## src/core/ipc_map.svh

```systemverilog
`ifndef IPC_MAP_SVH
`define IPC_MAP_SVH

// register byte addresses
`define IPC_POWER_CONTROL_ADDR   8'h87
`define IPC_WAKE_ENABLE_ADDR     8'h88
`define IPC_STATUS_ADDR          8'h8C

// power_control fields
`define IPC_IDLE_BIT             0
`define IPC_PD_BIT               1
`define IPC_GF0_BIT              2
`define IPC_GF1_BIT              3
`define IPC_POF_BIT              4
`define IPC_RSVD_BIT             5
`define IPC_SERIAL_FRAMING_SELECT_BIT            6
`define IPC_SERIAL_BAUD_DOUBLER_BIT             7
`define IPC_POWER_CONTROL_WMASK           8'hDF

// wake_enable fields
`define IPC_WE_EXT0_BIT          0
`define IPC_WE_EXT1_BIT          1
`define IPC_WE_KEYPAD_BIT        2
`define IPC_WE_BOD_BIT           3
`define IPC_WE_WDT_BIT           4
`define IPC_WE_GLOBAL_BIT        7

// clock settle time after wake
`define IPC_SETTLE_NS            1000
`define IPC_CLK_PERIOD_NS        50
`define IPC_SETTLE_CYC           ((`IPC_SETTLE_NS + `IPC_CLK_PERIOD_NS - 1) / `IPC_CLK_PERIOD_NS)

// axi responses
`define IPC_RESP_OKAY            2'h0
`define IPC_RESP_SLVERR          2'h2

`endif

```

## src/core/ipc_pkg.sv

```systemverilog
package ipc_pkg;
   typedef enum logic [1:0] {
      IPC_RUN    = 2'h0,
      IPC_IDLE   = 2'h1,
      IPC_PDOWN  = 2'h3,
      IPC_SETTLE = 2'h2
   } ipc_mode_e;
   typedef logic [7:0] ipc_byte_t;
endpackage : ipc_pkg

```

## src/core/ipc_keypad_wake.sv

```systemverilog
`timescale 1ns/1ps
// keypad edge detector: direction armed from level at power-down entry
module ipc_keypad_wake #(
   parameter int WIDTH = 8
) (
   // clock and reset
   input  wire logic             clk_in,
   input  wire logic             rst_n_in,
   // control
   input  wire logic             arm_in,
   // pins, already synchronised
   input  wire logic [WIDTH-1:0] pins_in,
   // result
   output logic                  wake_out
);
   logic [WIDTH-1:0] armed_level_r;
   logic [WIDTH-1:0] prev_r;
   logic [WIDTH-1:0] hit;

   initial begin
      if (WIDTH < 1 || WIDTH > 8) $error("ipc_keypad_wake: WIDTH must be 1..8");
   end

   always_ff @(posedge clk_in or negedge rst_n_in) begin
      if (!rst_n_in) begin
         armed_level_r <= '0;
         prev_r        <= '0;
      end else begin
         prev_r <= pins_in;
         if (arm_in) begin
            armed_level_r <= pins_in;
         end
      end
   end

   // low at entry wakes on rise only, high at entry on fall only
   genvar g;
   generate
      for (g = 0; g < WIDTH; g++) begin : g_pin
         assign hit[g] = armed_level_r[g] ? (prev_r[g] & ~pins_in[g])
                                          : (~prev_r[g] & pins_in[g]);
      end
   endgenerate

   assign wake_out = |hit;
endmodule : ipc_keypad_wake

```

## src/core/ipc_idle_powerdown_controller.sv

```systemverilog
// Decided for this implementation: the AXI4-Lite interface to the registers.
`timescale 1ns/1ps
`include "ipc_map.svh"
//
// Overview of operation
// - watchdog counter cleared on entering and on waking from idle or power-down
// - power_control at 87H: bit1 power-down, bit0 idle, bit4 power-on, bits 3,2 flags
// - power-down request stops CPU and peripheral clocks and freezes program counter
// - power-down wake clears request bit and vectors to waking interrupt
// - both request bits set enters power-down only, never idle afterwards
// - idle stops CPU clock, holds program counter, keeps registers and pins
// - idle keeps peripheral clocks; enabled interrupt ends idle, clears idle bit
// - after idle service routine, execution resumes after the entering instruction
// - idle-entering write is the last instruction before CPU halts
// - any reset except software reset ends idle
// - power-down halts whole clock system and flash, keeps RAM and port latches
// - power-down-entering write is the last instruction executed
// - every reset except software reset releases power-down, brown-out included
// - pin or power-on reset leaving power-down restarts CPU at reset address
// - external pin wakes power-down only with its enable and global enable
// - brown-out, watchdog and keypad interrupts also wake power-down
// - keypad pin wakes on edge opposite to its level at power-down entry
// - power-on flag set when power-on reset completes; software may clear
//
module ipc_idle_powerdown_controller #(
   parameter int KEYPAD_WIDTH = 8,
   parameter int SETTLE_CYC   = `IPC_SETTLE_CYC
) (
   // clock and reset
   input  wire logic                    SYS_CLK_IN,
   input  wire logic                    RST_N_IN,
   // axi4-lite write
   input  wire logic [7:0]              S_AXI_AWADDR_IN,
   input  wire logic                    S_AXI_AWVALID_IN,
   output logic                         S_AXI_AWREADY_OUT,
   input  wire logic [31:0]             S_AXI_WDATA_IN,
   input  wire logic [3:0]              S_AXI_WSTRB_IN,
   input  wire logic                    S_AXI_WVALID_IN,
   output logic                         S_AXI_WREADY_OUT,
   output logic [1:0]                   S_AXI_BRESP_OUT,
   output logic                         S_AXI_BVALID_OUT,
   input  wire logic                    S_AXI_BREADY_IN,
   // axi4-lite read
   input  wire logic [7:0]              S_AXI_ARADDR_IN,
   input  wire logic                    S_AXI_ARVALID_IN,
   output logic                         S_AXI_ARREADY_OUT,
   output logic [31:0]                  S_AXI_RDATA_OUT,
   output logic [1:0]                   S_AXI_RRESP_OUT,
   output logic                         S_AXI_RVALID_OUT,
   input  wire logic                    S_AXI_RREADY_IN,
   // reset sources (software reset is not an input: it never wakes)
   input  wire logic                    POR_DONE_IN,
   input  wire logic                    PIN_RESET_IN,
   input  wire logic                    WDT_RESET_IN,
   input  wire logic                    BOD_RESET_IN,
   // wake sources
   input  wire logic                    IRQ_PENDING_IN,
   input  wire logic [1:0]              EXT_IRQ_PINS_IN,
   input  wire logic [KEYPAD_WIDTH-1:0] KEYPAD_PINS_IN,
   input  wire logic                    BOD_IRQ_IN,
   input  wire logic                    WDT_IRQ_IN,
   // cpu side
   output logic                         CPU_CLK_EN_OUT,
   output logic                         PERIPH_CLK_EN_OUT,
   output logic                         OSC_EN_OUT,
   output logic                         FLASH_EN_OUT,
   output logic                         CPU_RESTART_OUT,
   output logic                         VECTOR_GO_OUT,
   output logic                         WDT_CLEAR_OUT,
   output logic                         SERIAL_BAUD_DOUBLER_OUT,
   output logic                         SERIAL_FRAMING_SELECT_OUT
);

   ////////////////////////////////////////////////////////////////////////////
   ipc_pkg::ipc_mode_e              mode_r;
   ipc_pkg::ipc_byte_t              power_control_r;
   ipc_pkg::ipc_byte_t              wake_en_r;
   logic [1:0]                      ext_s1_r, ext_s2_r;
   logic [KEYPAD_WIDTH-1:0]         kp_s1_r, kp_s2_r;
   logic [$clog2(SETTLE_CYC+1)-1:0] settle_r;
   logic                            aw_hold_r, w_hold_r;
   logic [7:0]                      aw_addr_r;
   logic [31:0]                     w_data_r;
   logic [3:0]                      w_strb_r;
   logic                            kp_wake;
   logic                            hw_reset;
   logic                            wr_fire;
   logic                            power_control_wr;
   logic                            pd_wake;
   logic                            idle_wake;
   ipc_pkg::ipc_mode_e              prev_mode_r;
   ipc_pkg::ipc_byte_t              rd_byte;

   initial begin
      if (SETTLE_CYC < 1) $error("SETTLE_CYC must be at least 1");
   end

   function automatic logic addr_hit(input logic [7:0] a);
      addr_hit = (a == `IPC_POWER_CONTROL_ADDR) || (a == `IPC_WAKE_ENABLE_ADDR)
                 || (a == `IPC_STATUS_ADDR);
   endfunction : addr_hit

   // software reset deliberately absent
   assign hw_reset = POR_DONE_IN | PIN_RESET_IN | WDT_RESET_IN | BOD_RESET_IN;

   ////////////////////////////////////////////////////////////////////////////
   // pin synchronisers
   always_ff @(posedge SYS_CLK_IN or negedge RST_N_IN) begin
      if (!RST_N_IN) begin
         ext_s1_r <= '0;
         ext_s2_r <= '0;
         kp_s1_r  <= '0;
         kp_s2_r  <= '0;
      end else begin
         ext_s1_r <= EXT_IRQ_PINS_IN;
         ext_s2_r <= ext_s1_r;
         kp_s1_r  <= KEYPAD_PINS_IN;
         kp_s2_r  <= kp_s1_r;
      end
   end

   ipc_keypad_wake #(
      .WIDTH (KEYPAD_WIDTH)
   ) u_keypad (
      .clk_in   (SYS_CLK_IN),
      .rst_n_in (RST_N_IN),
      .arm_in   (mode_r != ipc_pkg::IPC_PDOWN),
      .pins_in  (kp_s2_r),
      .wake_out (kp_wake)
   );

   // external pins active low; need own enable and global enable
   assign pd_wake = (wake_en_r[`IPC_WE_GLOBAL_BIT] &
                     ((~ext_s2_r[0] & wake_en_r[`IPC_WE_EXT0_BIT]) |
                      (~ext_s2_r[1] & wake_en_r[`IPC_WE_EXT1_BIT]) |
                      (kp_wake & wake_en_r[`IPC_WE_KEYPAD_BIT]) |
                      (BOD_IRQ_IN & wake_en_r[`IPC_WE_BOD_BIT]) |
                      (WDT_IRQ_IN & wake_en_r[`IPC_WE_WDT_BIT])));
   assign idle_wake = IRQ_PENDING_IN;

   ////////////////////////////////////////////////////////////////////////////
   // axi4-lite write: address and data captured in either order
   assign wr_fire = aw_hold_r && w_hold_r && !S_AXI_BVALID_OUT;
   assign power_control_wr = wr_fire && aw_addr_r == `IPC_POWER_CONTROL_ADDR && w_strb_r[0];

   always_ff @(posedge SYS_CLK_IN or negedge RST_N_IN) begin
      if (!RST_N_IN) begin
         aw_hold_r         <= 1'b0;
         w_hold_r          <= 1'b0;
         aw_addr_r         <= 8'h00;
         w_data_r          <= 32'h00000000;
         w_strb_r          <= 4'h0;
         S_AXI_AWREADY_OUT <= 1'b0;
         S_AXI_WREADY_OUT  <= 1'b0;
         S_AXI_BVALID_OUT  <= 1'b0;
         S_AXI_BRESP_OUT   <= `IPC_RESP_OKAY;
      end else begin
         S_AXI_AWREADY_OUT <= !aw_hold_r && !S_AXI_AWREADY_OUT;
         S_AXI_WREADY_OUT  <= !w_hold_r && !S_AXI_WREADY_OUT;
         if (S_AXI_AWVALID_IN && S_AXI_AWREADY_OUT) begin
            aw_hold_r         <= 1'b1;
            aw_addr_r         <= S_AXI_AWADDR_IN;
            S_AXI_AWREADY_OUT <= 1'b0;
         end
         if (S_AXI_WVALID_IN && S_AXI_WREADY_OUT) begin
            w_hold_r         <= 1'b1;
            w_data_r         <= S_AXI_WDATA_IN;
            w_strb_r         <= S_AXI_WSTRB_IN;
            S_AXI_WREADY_OUT <= 1'b0;
         end
         if (wr_fire) begin
            S_AXI_BVALID_OUT <= 1'b1;
            S_AXI_BRESP_OUT  <= addr_hit(aw_addr_r) ? `IPC_RESP_OKAY : `IPC_RESP_SLVERR;
         end
         if (S_AXI_BVALID_OUT && S_AXI_BREADY_IN) begin
            S_AXI_BVALID_OUT <= 1'b0;
            aw_hold_r        <= 1'b0;
            w_hold_r         <= 1'b0;
         end
      end
   end

   ////////////////////////////////////////////////////////////////////////////
   // axi4-lite read: one read in flight, word captured with the address
   always_comb begin
      case (S_AXI_ARADDR_IN)
         `IPC_POWER_CONTROL_ADDR: rd_byte = power_control_r;
         `IPC_WAKE_ENABLE_ADDR:   rd_byte = wake_en_r;
         `IPC_STATUS_ADDR:        rd_byte = {6'h00, mode_r};
         default:                 rd_byte = 8'h00;
      endcase
   end

   always_ff @(posedge SYS_CLK_IN or negedge RST_N_IN) begin
      if (!RST_N_IN) begin
         S_AXI_ARREADY_OUT <= 1'b0;
         S_AXI_RVALID_OUT  <= 1'b0;
         S_AXI_RDATA_OUT   <= 32'h00000000;
         S_AXI_RRESP_OUT   <= `IPC_RESP_OKAY;
      end else begin
         S_AXI_ARREADY_OUT <= !S_AXI_RVALID_OUT && !S_AXI_ARREADY_OUT;
         if (S_AXI_ARVALID_IN && S_AXI_ARREADY_OUT) begin
            S_AXI_ARREADY_OUT <= 1'b0;
            S_AXI_RVALID_OUT  <= 1'b1;
            S_AXI_RDATA_OUT   <= {24'h000000, rd_byte};
            S_AXI_RRESP_OUT   <= addr_hit(S_AXI_ARADDR_IN) ? `IPC_RESP_OKAY : `IPC_RESP_SLVERR;
         end
         if (S_AXI_RVALID_OUT && S_AXI_RREADY_IN) begin
            S_AXI_RVALID_OUT <= 1'b0;
         end
      end
   end

   ////////////////////////////////////////////////////////////////////////////
   // power_control and wake enable; hardware clear wins over a same-cycle write
   always_ff @(posedge SYS_CLK_IN or negedge RST_N_IN) begin
      if (!RST_N_IN) begin
         power_control_r    <= 8'h00;
         wake_en_r <= 8'h00;
      end else begin
         if (power_control_wr) begin
            power_control_r <= (w_data_r[7:0] & `IPC_POWER_CONTROL_WMASK) | (power_control_r & ~`IPC_POWER_CONTROL_WMASK);
         end
         if (wr_fire && aw_addr_r == `IPC_WAKE_ENABLE_ADDR && w_strb_r[0]) begin
            wake_en_r <= w_data_r[7:0];
         end
         if (POR_DONE_IN) begin
            power_control_r[`IPC_POF_BIT] <= 1'b1;
         end
         if (mode_r == ipc_pkg::IPC_PDOWN && (pd_wake || hw_reset)) begin
            power_control_r[`IPC_PD_BIT]   <= 1'b0;
            power_control_r[`IPC_IDLE_BIT] <= 1'b0;
         end
         if (mode_r == ipc_pkg::IPC_IDLE && (idle_wake || hw_reset)) begin
            power_control_r[`IPC_IDLE_BIT] <= 1'b0;
         end
      end
   end

   ////////////////////////////////////////////////////////////////////////////
   // mode machine; the write is the last instruction since the clock enable drops two edges after it
   always_ff @(posedge SYS_CLK_IN or negedge RST_N_IN) begin
      if (!RST_N_IN) begin
         mode_r          <= ipc_pkg::IPC_RUN;
         settle_r        <= '0;
         CPU_RESTART_OUT <= 1'b0;
         VECTOR_GO_OUT   <= 1'b0;
      end else begin
         CPU_RESTART_OUT <= 1'b0;
         VECTOR_GO_OUT   <= 1'b0;
         case (mode_r)
            ipc_pkg::IPC_RUN: begin
               if (power_control_wr && w_data_r[`IPC_PD_BIT]) begin
                  mode_r <= ipc_pkg::IPC_PDOWN;
               end else if (power_control_wr && w_data_r[`IPC_IDLE_BIT]) begin
                  mode_r <= ipc_pkg::IPC_IDLE;
               end
            end
            ipc_pkg::IPC_IDLE: begin
               if (hw_reset) begin
                  mode_r          <= ipc_pkg::IPC_RUN;
                  CPU_RESTART_OUT <= 1'b1;
               end else if (idle_wake) begin
                  mode_r        <= ipc_pkg::IPC_RUN;
                  VECTOR_GO_OUT <= 1'b1;
               end
            end
            ipc_pkg::IPC_PDOWN: begin
               if (hw_reset) begin
                  mode_r          <= ipc_pkg::IPC_RUN;
                  CPU_RESTART_OUT <= 1'b1;
               end else if (pd_wake) begin
                  mode_r   <= ipc_pkg::IPC_SETTLE;
                  settle_r <= $bits(settle_r)'(SETTLE_CYC);
               end
            end
            ipc_pkg::IPC_SETTLE: begin
               if (settle_r > 1) begin
                  settle_r <= settle_r - 1'b1;
               end else begin
                  mode_r        <= ipc_pkg::IPC_RUN;
                  VECTOR_GO_OUT <= 1'b1;
               end
            end
            default: mode_r <= ipc_pkg::IPC_RUN;
         endcase
      end
   end

   ////////////////////////////////////////////////////////////////////////////
   // clock gates and watchdog clear pulse on every transition
   always_ff @(posedge SYS_CLK_IN or negedge RST_N_IN) begin
      if (!RST_N_IN) begin
         CPU_CLK_EN_OUT    <= 1'b1;
         PERIPH_CLK_EN_OUT <= 1'b1;
         OSC_EN_OUT        <= 1'b1;
         FLASH_EN_OUT      <= 1'b1;
         WDT_CLEAR_OUT     <= 1'b0;
      end else begin
         CPU_CLK_EN_OUT    <= (mode_r == ipc_pkg::IPC_RUN);
         PERIPH_CLK_EN_OUT <= (mode_r == ipc_pkg::IPC_RUN) ||
                              (mode_r == ipc_pkg::IPC_IDLE);
         OSC_EN_OUT        <= (mode_r != ipc_pkg::IPC_PDOWN);
         FLASH_EN_OUT      <= (mode_r != ipc_pkg::IPC_PDOWN);
         WDT_CLEAR_OUT     <= (mode_r != prev_mode_r);
      end
   end

   always_ff @(posedge SYS_CLK_IN or negedge RST_N_IN) begin
      if (!RST_N_IN) begin
         prev_mode_r <= ipc_pkg::IPC_RUN;
      end else begin
         prev_mode_r <= mode_r;
      end
   end

   assign SERIAL_BAUD_DOUBLER_OUT   = power_control_r[`IPC_SERIAL_BAUD_DOUBLER_BIT];
   assign SERIAL_FRAMING_SELECT_OUT = power_control_r[`IPC_SERIAL_FRAMING_SELECT_BIT];
endmodule : ipc_idle_powerdown_controller

```

## config.mk

```make
export PLATFORM = sky130hd
export DESIGN_NAME = ipc_idle_powerdown_controller
export DESIGN_NICKNAME = d
export VERILOG_FILES = /design/src/core/ipc_pkg.sv /design/src/core/ipc_keypad_wake.sv /design/src/core/ipc_idle_powerdown_controller.sv
export VERILOG_INCLUDE_DIRS = /design/src /design/src/core
export SDC_FILE = /design/constraint.sdc
export NUM_CORES = 1
export LEC_CHECK = 0
export BUFFER_PORTS_ARGS = -buffer_cell sky130_fd_sc_hd__buf_2
export CORE_UTILIZATION = 45
export CTS_CLUSTER_SIZE = 12
export DETAILED_ROUTE_END_ITERATION = 7
export PLACE_DENSITY_LB_ADDON = 0.25
export SYNTH_ARGS = -nofsm -noshare
export SYNTH_HDL_FRONTEND = slang
export SYNTH_SLANG_ARGS = --single-unit
```

## constraint.sdc

```tcl
create_clock -name SYS_CLK_IN -period 2.2 [get_ports SYS_CLK_IN]
set_input_delay 0.55 -clock SYS_CLK_IN [delete_from_list [all_inputs] [get_ports SYS_CLK_IN]]
set_output_delay 0.55 -clock SYS_CLK_IN [all_outputs]
set_load 0.01 [all_outputs]
```

Word-level counts from Yosys, hierarchy flattened
Index checks and enable logic that the tools add are counted.

storage, ports and cells
  bits in registers = 103
  input bits = 76
  output and inout port bits = 50
  logic and storage cells = 190

operators by class
  add/sub/neg operators = 1
  magnitude comparators = 1
  equality and inequality tests = 18
  mux-type cells = 44
  bitwise logic cells = 48
  reductions and logical operators = 45

operator list
  operator                                                                          count
  8-bit equality test (second input constant)                                       6
  1-bit two-way mux                                                                 26
  8-bit case mux with 3 select lines                                                1
  1-bit bitwise AND                                                                 22
  2-bit two-way mux                                                                 10
  5-bit two-way mux                                                                 4
  1-bit logical AND                                                                 18
  1-bit inverter                                                                    18
  2-bit nonzero test                                                                7
  2-bit inequality test (second input constant)                                     5
  5-bit case mux with 2 select lines                                                1
  3-bit inequality test (second input constant)                                     3
  8-bit by 6-bit OR with 8-bit output                                               1
  2-bit case mux with 4 select lines                                                1
  4-bit AND reduction                                                               2
  8-bit OR reduction                                                                1
  1-bit logical NOT                                                                 7
  1-bit logical OR                                                                  7
  1-bit OR                                                                          7
  5-bit by 1-bit greater-than comparator with 1-bit output (second input constant)  1
  5-bit by 1-bit subtractor with 5-bit output (second input constant)               1
  2-bit equality test (second input constant)                                       2
  3-bit nonzero test                                                                1
  2-bit by 1-bit equality test with 1-bit output (second input constant)            1
  other kinds (4)                                                                   4

Longest topological paths before layout
  depth after elaboration = 13
  mapped depth = 7
  depth with buffers taken out = 7

By module
Synthesis repeated with hierarchy kept, for this count alone.

second synthesis, totals
  cells, all modules = 332
  area total of the unflattened synthesis = 4190.3 µm²

by module, submodules not included
  module                         instances  cells each  area an instance (µm²)  seq. area each (µm²)
  ipc_idle_powerdown_controller  1          278         3534.6                  2105.8
  ipc_keypad_wake                1          54          655.6                   400.4

Worst setup path after synthesis
Ideal clock, no wire load.

  path type = input port to flip-flop
  from = in PIN_RESET_IN
  to = reg mode_r[0]
  setup time = 125 ps
  data arrival time = 1955 ps
  slack = 120 ps
  stages on the path = 6
  path buffers = 0
  cells stage by stage = nor4_1 nand2_1 nor2_1 a221o_1 a31oi_4 mux2_4

on the way
  word-level cells in the longest chain between the ends = 5
  elaborated cells on any way between the ends = 9
  those cells by class = eq/ne: 2; mux: 3; bitwise: 3; reduce/logical: 1

ends and longest elaborated chain
  element                                                                                     RTL line                              RTL
  start: declaration                                                                          ipc_idle_powerdown_controller.sv:53   input wire logic PIN_RESET_IN,
  1-bit OR * (3 in a row)                                                                     ipc_idle_powerdown_controller.sv:104  assign hw_reset = POR_DONE_IN | PIN_RESET_IN | WDT_RESET_IN | BOD_RESET_IN;
  3-bit inequality test (no source line), or another cell as far along                        --
  4-bit AND reduction (no source line) or 2-bit case mux with 4 select lines (tied branches)  --
  end signal: assignment                                                                      ipc_idle_powerdown_controller.sv:244  mode_r <= ipc_pkg::IPC_RUN;
  end signal: assignment                                                                      ipc_idle_powerdown_controller.sv:254  mode_r <= ipc_pkg::IPC_PDOWN;
  end signal: assignment                                                                      ipc_idle_powerdown_controller.sv:256  mode_r <= ipc_pkg::IPC_IDLE;
  end: declaration                                                                            ipc_idle_powerdown_controller.sv:75   ipc_pkg::ipc_mode_e mode_r;

Mark *: on every way between the ends. The rest lies on a longest branch, timed or not.
A chain may end at the register's enable or synchronous reset.

Worst setup path after layout
  from = reg aw_addr_r[5]
  to = reg mode_r[0]

on the way
  word-level cells in the longest chain between the ends = 6
  elaborated cells on any way between the ends = 9
  those cells by class = eq/ne: 2; mux: 2; reduce/logical: 5

ends and longest elaborated chain
  element                                                                                     RTL line                                                                    RTL
  start: declaration                                                                          ipc_idle_powerdown_controller.sv:82                                         logic [7:0] aw_addr_r;
  start signal: assignment                                                                    ipc_idle_powerdown_controller.sv:150                                        aw_addr_r <= 8'h00;
  start signal: assignment                                                                    ipc_idle_powerdown_controller.sv:162                                        aw_addr_r <= S_AXI_AWADDR_IN;
  8-bit equality test (no source line) *                                                      --
  1-bit logical AND (no source line) *                                                        --
  1-bit logical AND *                                                                         ipc_idle_powerdown_controller.sv:144                                        assign power_control_wr = wr_fire && aw_addr_r == `IPC_POWER_CONTROL_ADDR && w_strb_r[0];
  1-bit logical AND (on tied branches)                                                        ipc_idle_powerdown_controller.sv:253, ipc_idle_powerdown_controller.sv:255
  3-bit inequality test (no source line) or 2-bit two-way mux (tied branches)                 --
  4-bit AND reduction (no source line) or 2-bit case mux with 4 select lines (tied branches)  --
  end signal: assignment                                                                      ipc_idle_powerdown_controller.sv:254
  end signal: assignment                                                                      ipc_idle_powerdown_controller.sv:256
  end signal: assignment                                                                      ipc_idle_powerdown_controller.sv:261                                        mode_r <= ipc_pkg::IPC_RUN;

Marks and branches as above.

==> impl_metrics.tcl <==
set metrics [dict create \
    syn_inst 339 \
    track_usage 0.1587 \
    synthFlopType "dfrtp_1" \
    synth.most_common_cell "dfrtp_1" \
    synth_cell_types 50 \
    antenna_found_initial 0 \
    vias_per_cell 4.909 \
    ys_async_sr_fraction 1.000 \
    holdBufCountCts 0 \
    worstPathCellList "nor4b_4, nand4_4, nor2_8, o21ai_2, a221o_1, a31oi_4, mux2_4" \
    synth_seq_cells 100 \
    grt_max_degree 66 \
    power.density_nw_per_um2 913.6 \
    fin_skew_ps 10.66 \
    postSynthAreaPerCell_um2 12.41 \
    die_h_um 98.70 \
    grt_pass1_wl_um 12020 \
    grt_pass1_vias 2573 \
    yosysSeqAreaShare 0.5956 \
    area_growth_pct 15.14 \
    clock-sinks 100 \
    hpwl_um 5262 \
    min_period_ps 2075 \
    tritoncts "done" \
    status "complete, no violations" \
    coreArea_um2 8891 \
    max_slew_margin 0.6730 \
    clock_latency_ps 360 \
    cts-root-buf "clkbuf_8" \
    cp_data_required_time_ps 2450 \
    ios 126 \
    worstMarginPinSlew_ps 483.7 \
    worstSetupEndpointType "flip-flop" \
    setup_viol 0 \
    firstDrtPassIters 4 \
    cp_num_buf_inv 0 \
    path_max_fanout 2 \
    synth-edff-count 0 \
    crit_slowest_cell "dfrtp_1" \
    final_nets 506 \
    gp_congestion 0.7397 \
    die_w_um 98.70 \
    die-area_um2 9742 \
    synth_top_area_share 0.5769 \
    setup_ws_ps 124.5 \
    fin_crit_sh 0.9434 \
    dr_total_vias 2636 \
    yosysTopAreaCell "dfrtp_1" \
    hold_viol 0 \
    initial_core_util 0.4733 \
    wl_per_cell_um 13.39 \
    ctsLongestPathBuffers 2 \
    arrival_ps 2320 \
    startpoint_type "flip-flop" \
    fp-row-count 34 \
    cts_made_buffers 9 \
    clk_pin_slew_ps 100 \
    overflow 0 \
    drv_cap 0 \
    path_class "flip-flop to flip-flop" \
    syn-cell-area_um2 4208 \
    ir_drop_uv 500.0 \
    leakage_nw 2.283 \
    htreeDepth 3 \
    drc 0 \
    tns_ps 0 \
    drt-total-wl_um 7193 \
    post-place-ws_ps 60.18 \
    ant_nets 0 \
    rsz0062_at_grt "no" \
    fmax_mhz 481.8 \
    path_delay_family "simple AND/OR/NAND/NOR gates" \
    drt-initial-drc-count 85 \
    layout-drive-gt1-share 0.3520 \
    synth_area_leaders "dfrtp_1, mux2_2, buf_4" \
    diodes 0 \
    io_buffers 72 \
    hp-class "primary input to async pin" \
    yosys_warnings 0 \
    maxSlewViolCount 0 \
    synth_common_cells "dfrtp_1, mux2_2, nand2_1" \
    slowest_delay_ps 410 \
]
## worst register-to-register path, cell delays in order, from the launching register on
cell and delay, ps:
dfrtp_1 410, nor4b_4 360, nand4_4 170, nor2_8 130
o21ai_2 70, a221o_1 330, a31oi_4 190, mux2_4 310
## logic make-up (layout without fill, tap and decap cells)
group / after synthesis / after routing / synth area share
AO/OA/AOI/OAI: 57 / 57 / 0.09099
adder cells (fa/ha/maj): 6 / 6 / 0.01784
other: 1 / 26 / 0.0008912
multiplexers: 44 / 44 / 0.1169
AND/OR/NAND/NOR: 87 / 87 / 0.1121
buffers and inverters: 42 / 107 / 0.06155
flip-flops: 100 / 100 / 0.5956
XOR/XNOR: 2 / 2 / 0.004164
## cell usage in the layout, fill, tap and decap left out, drive strengths merged, types with 3 or more instances in the layout
| master | instances |
|---|---|
| nor3 | 4 |
| o211ai | 5 |
| o21ai | 16 |
| and2 | 4 |
| dfrtp | 97 |
| a21boi | 3 |
| nor2 | 22 |
| clkinv | 3 |
| mux2i | 6 |
| nand2 | 34 |
| buf | 81 |
| a21oi | 14 |
| ha | 6 |
| conb | 26 |
| and3b | 3 |
| mux2 | 38 |
| clkbuf | 11 |
| inv | 10 |
| a22oi | 7 |
| dfstp | 3 |
| nand3 | 3 |
## what timing repair did
| action | 4_1_cts | 5_1_grt |
|---|---|---|
| setup buffers | 0 | 0 |
| resized for setup | 0 | 1 |
| endpoints found under the setup margin | 0 | 2 |
## worst paths after layout
kind                       depth (start not counted)  slack, ps                      from                  endpoint
min                                                1         90                  RST_N_IN     ext_s2_r[1]$_DFF_PN0_
min reg2reg                                        0        350     ext_s1_r[1]$_DFF_PN0_     ext_s2_r[1]$_DFF_PN0_
max in group asynchronous                          2       1410                  RST_N_IN  CPU_CLK_EN_OUT$_DFF_PN1_
max reg2reg                                        7        120  aw_addr_r[5]$_DFFE_PN0P_     mode_r[0]$_DFFE_PN0P_
min in group SYS_CLK_IN                            1        290         KEYPAD_PINS_IN[6]      kp_s1_r[6]$_DFF_PN0_
max                                                7        120  aw_addr_r[5]$_DFFE_PN0P_     mode_r[0]$_DFFE_PN0P_
## area by class of cell
type / count / area [um2]
Clock buffer: 11 / 141.4
Clock inverter: 5 / 37.54
Fill cell: 782 / 4046
Inverter: 10 / 37.54
Multi-Input combinational cell: 222 / 1544
Sequential cell: 100 / 2506
Tap cell: 108 / 135.1
Timing Repair Buffer: 81 / 442.9
## power breakdown
part / leakage (nW) / internal [mW] / switching (mW) / total (mW)
Sequential: 1.22 / 2.21 / 0.262 / 2.47
Combinational: 0.979 / 0.469 / 0.427 / 0.895
Clock: 0.0855 / 0.445 / 0.619 / 1.06
Total: 2.28 / 3.12 / 1.31 / 4.43
## metal layers
| layer | part of all wire | up-vias | GRT usage |
|---|---|---|---|
| li1 | - | 1293 | - |
| met1 | 0.46 | 1251 | 0.2079 |
| met2 | 0.47 | 85 | 0.2546 |
| met3 | 0.056 | 7 | 0.04539 |
| met4 | 0.012 | 0 | 0.05511 |
| met5 | 0 | - | 0 |
## per-stage QoR
stage	instances	utilization	power, mW	hold WS, ps	instance area [um2]
after global placement	521	0.5239	3.373	332.6	4658
after floorplan	364	-	3.114	254.4	4302
after CTS	537	0.5440	4.494	89.01	4837
final	537	0.5449	4.426	93.96	4845
after detailed placement	521	0.5239	3.420	334.7	4658
after global routing	537	0.5449	4.695	106.4	4845
## sequential cells by signal, summed over array words and instances (netlist names), 5 cells and up
name,cells
power_control_r,7
w_data_r,8
u_keypad.armed_level_r,8
kp_s2_r,8
S_AXI_RDATA_OUT,8
settle_r,5
u_keypad.prev_r,8
wake_en_r,8
kp_s1_r,8
aw_addr_r,8
(Power assumes the default switching activity.)
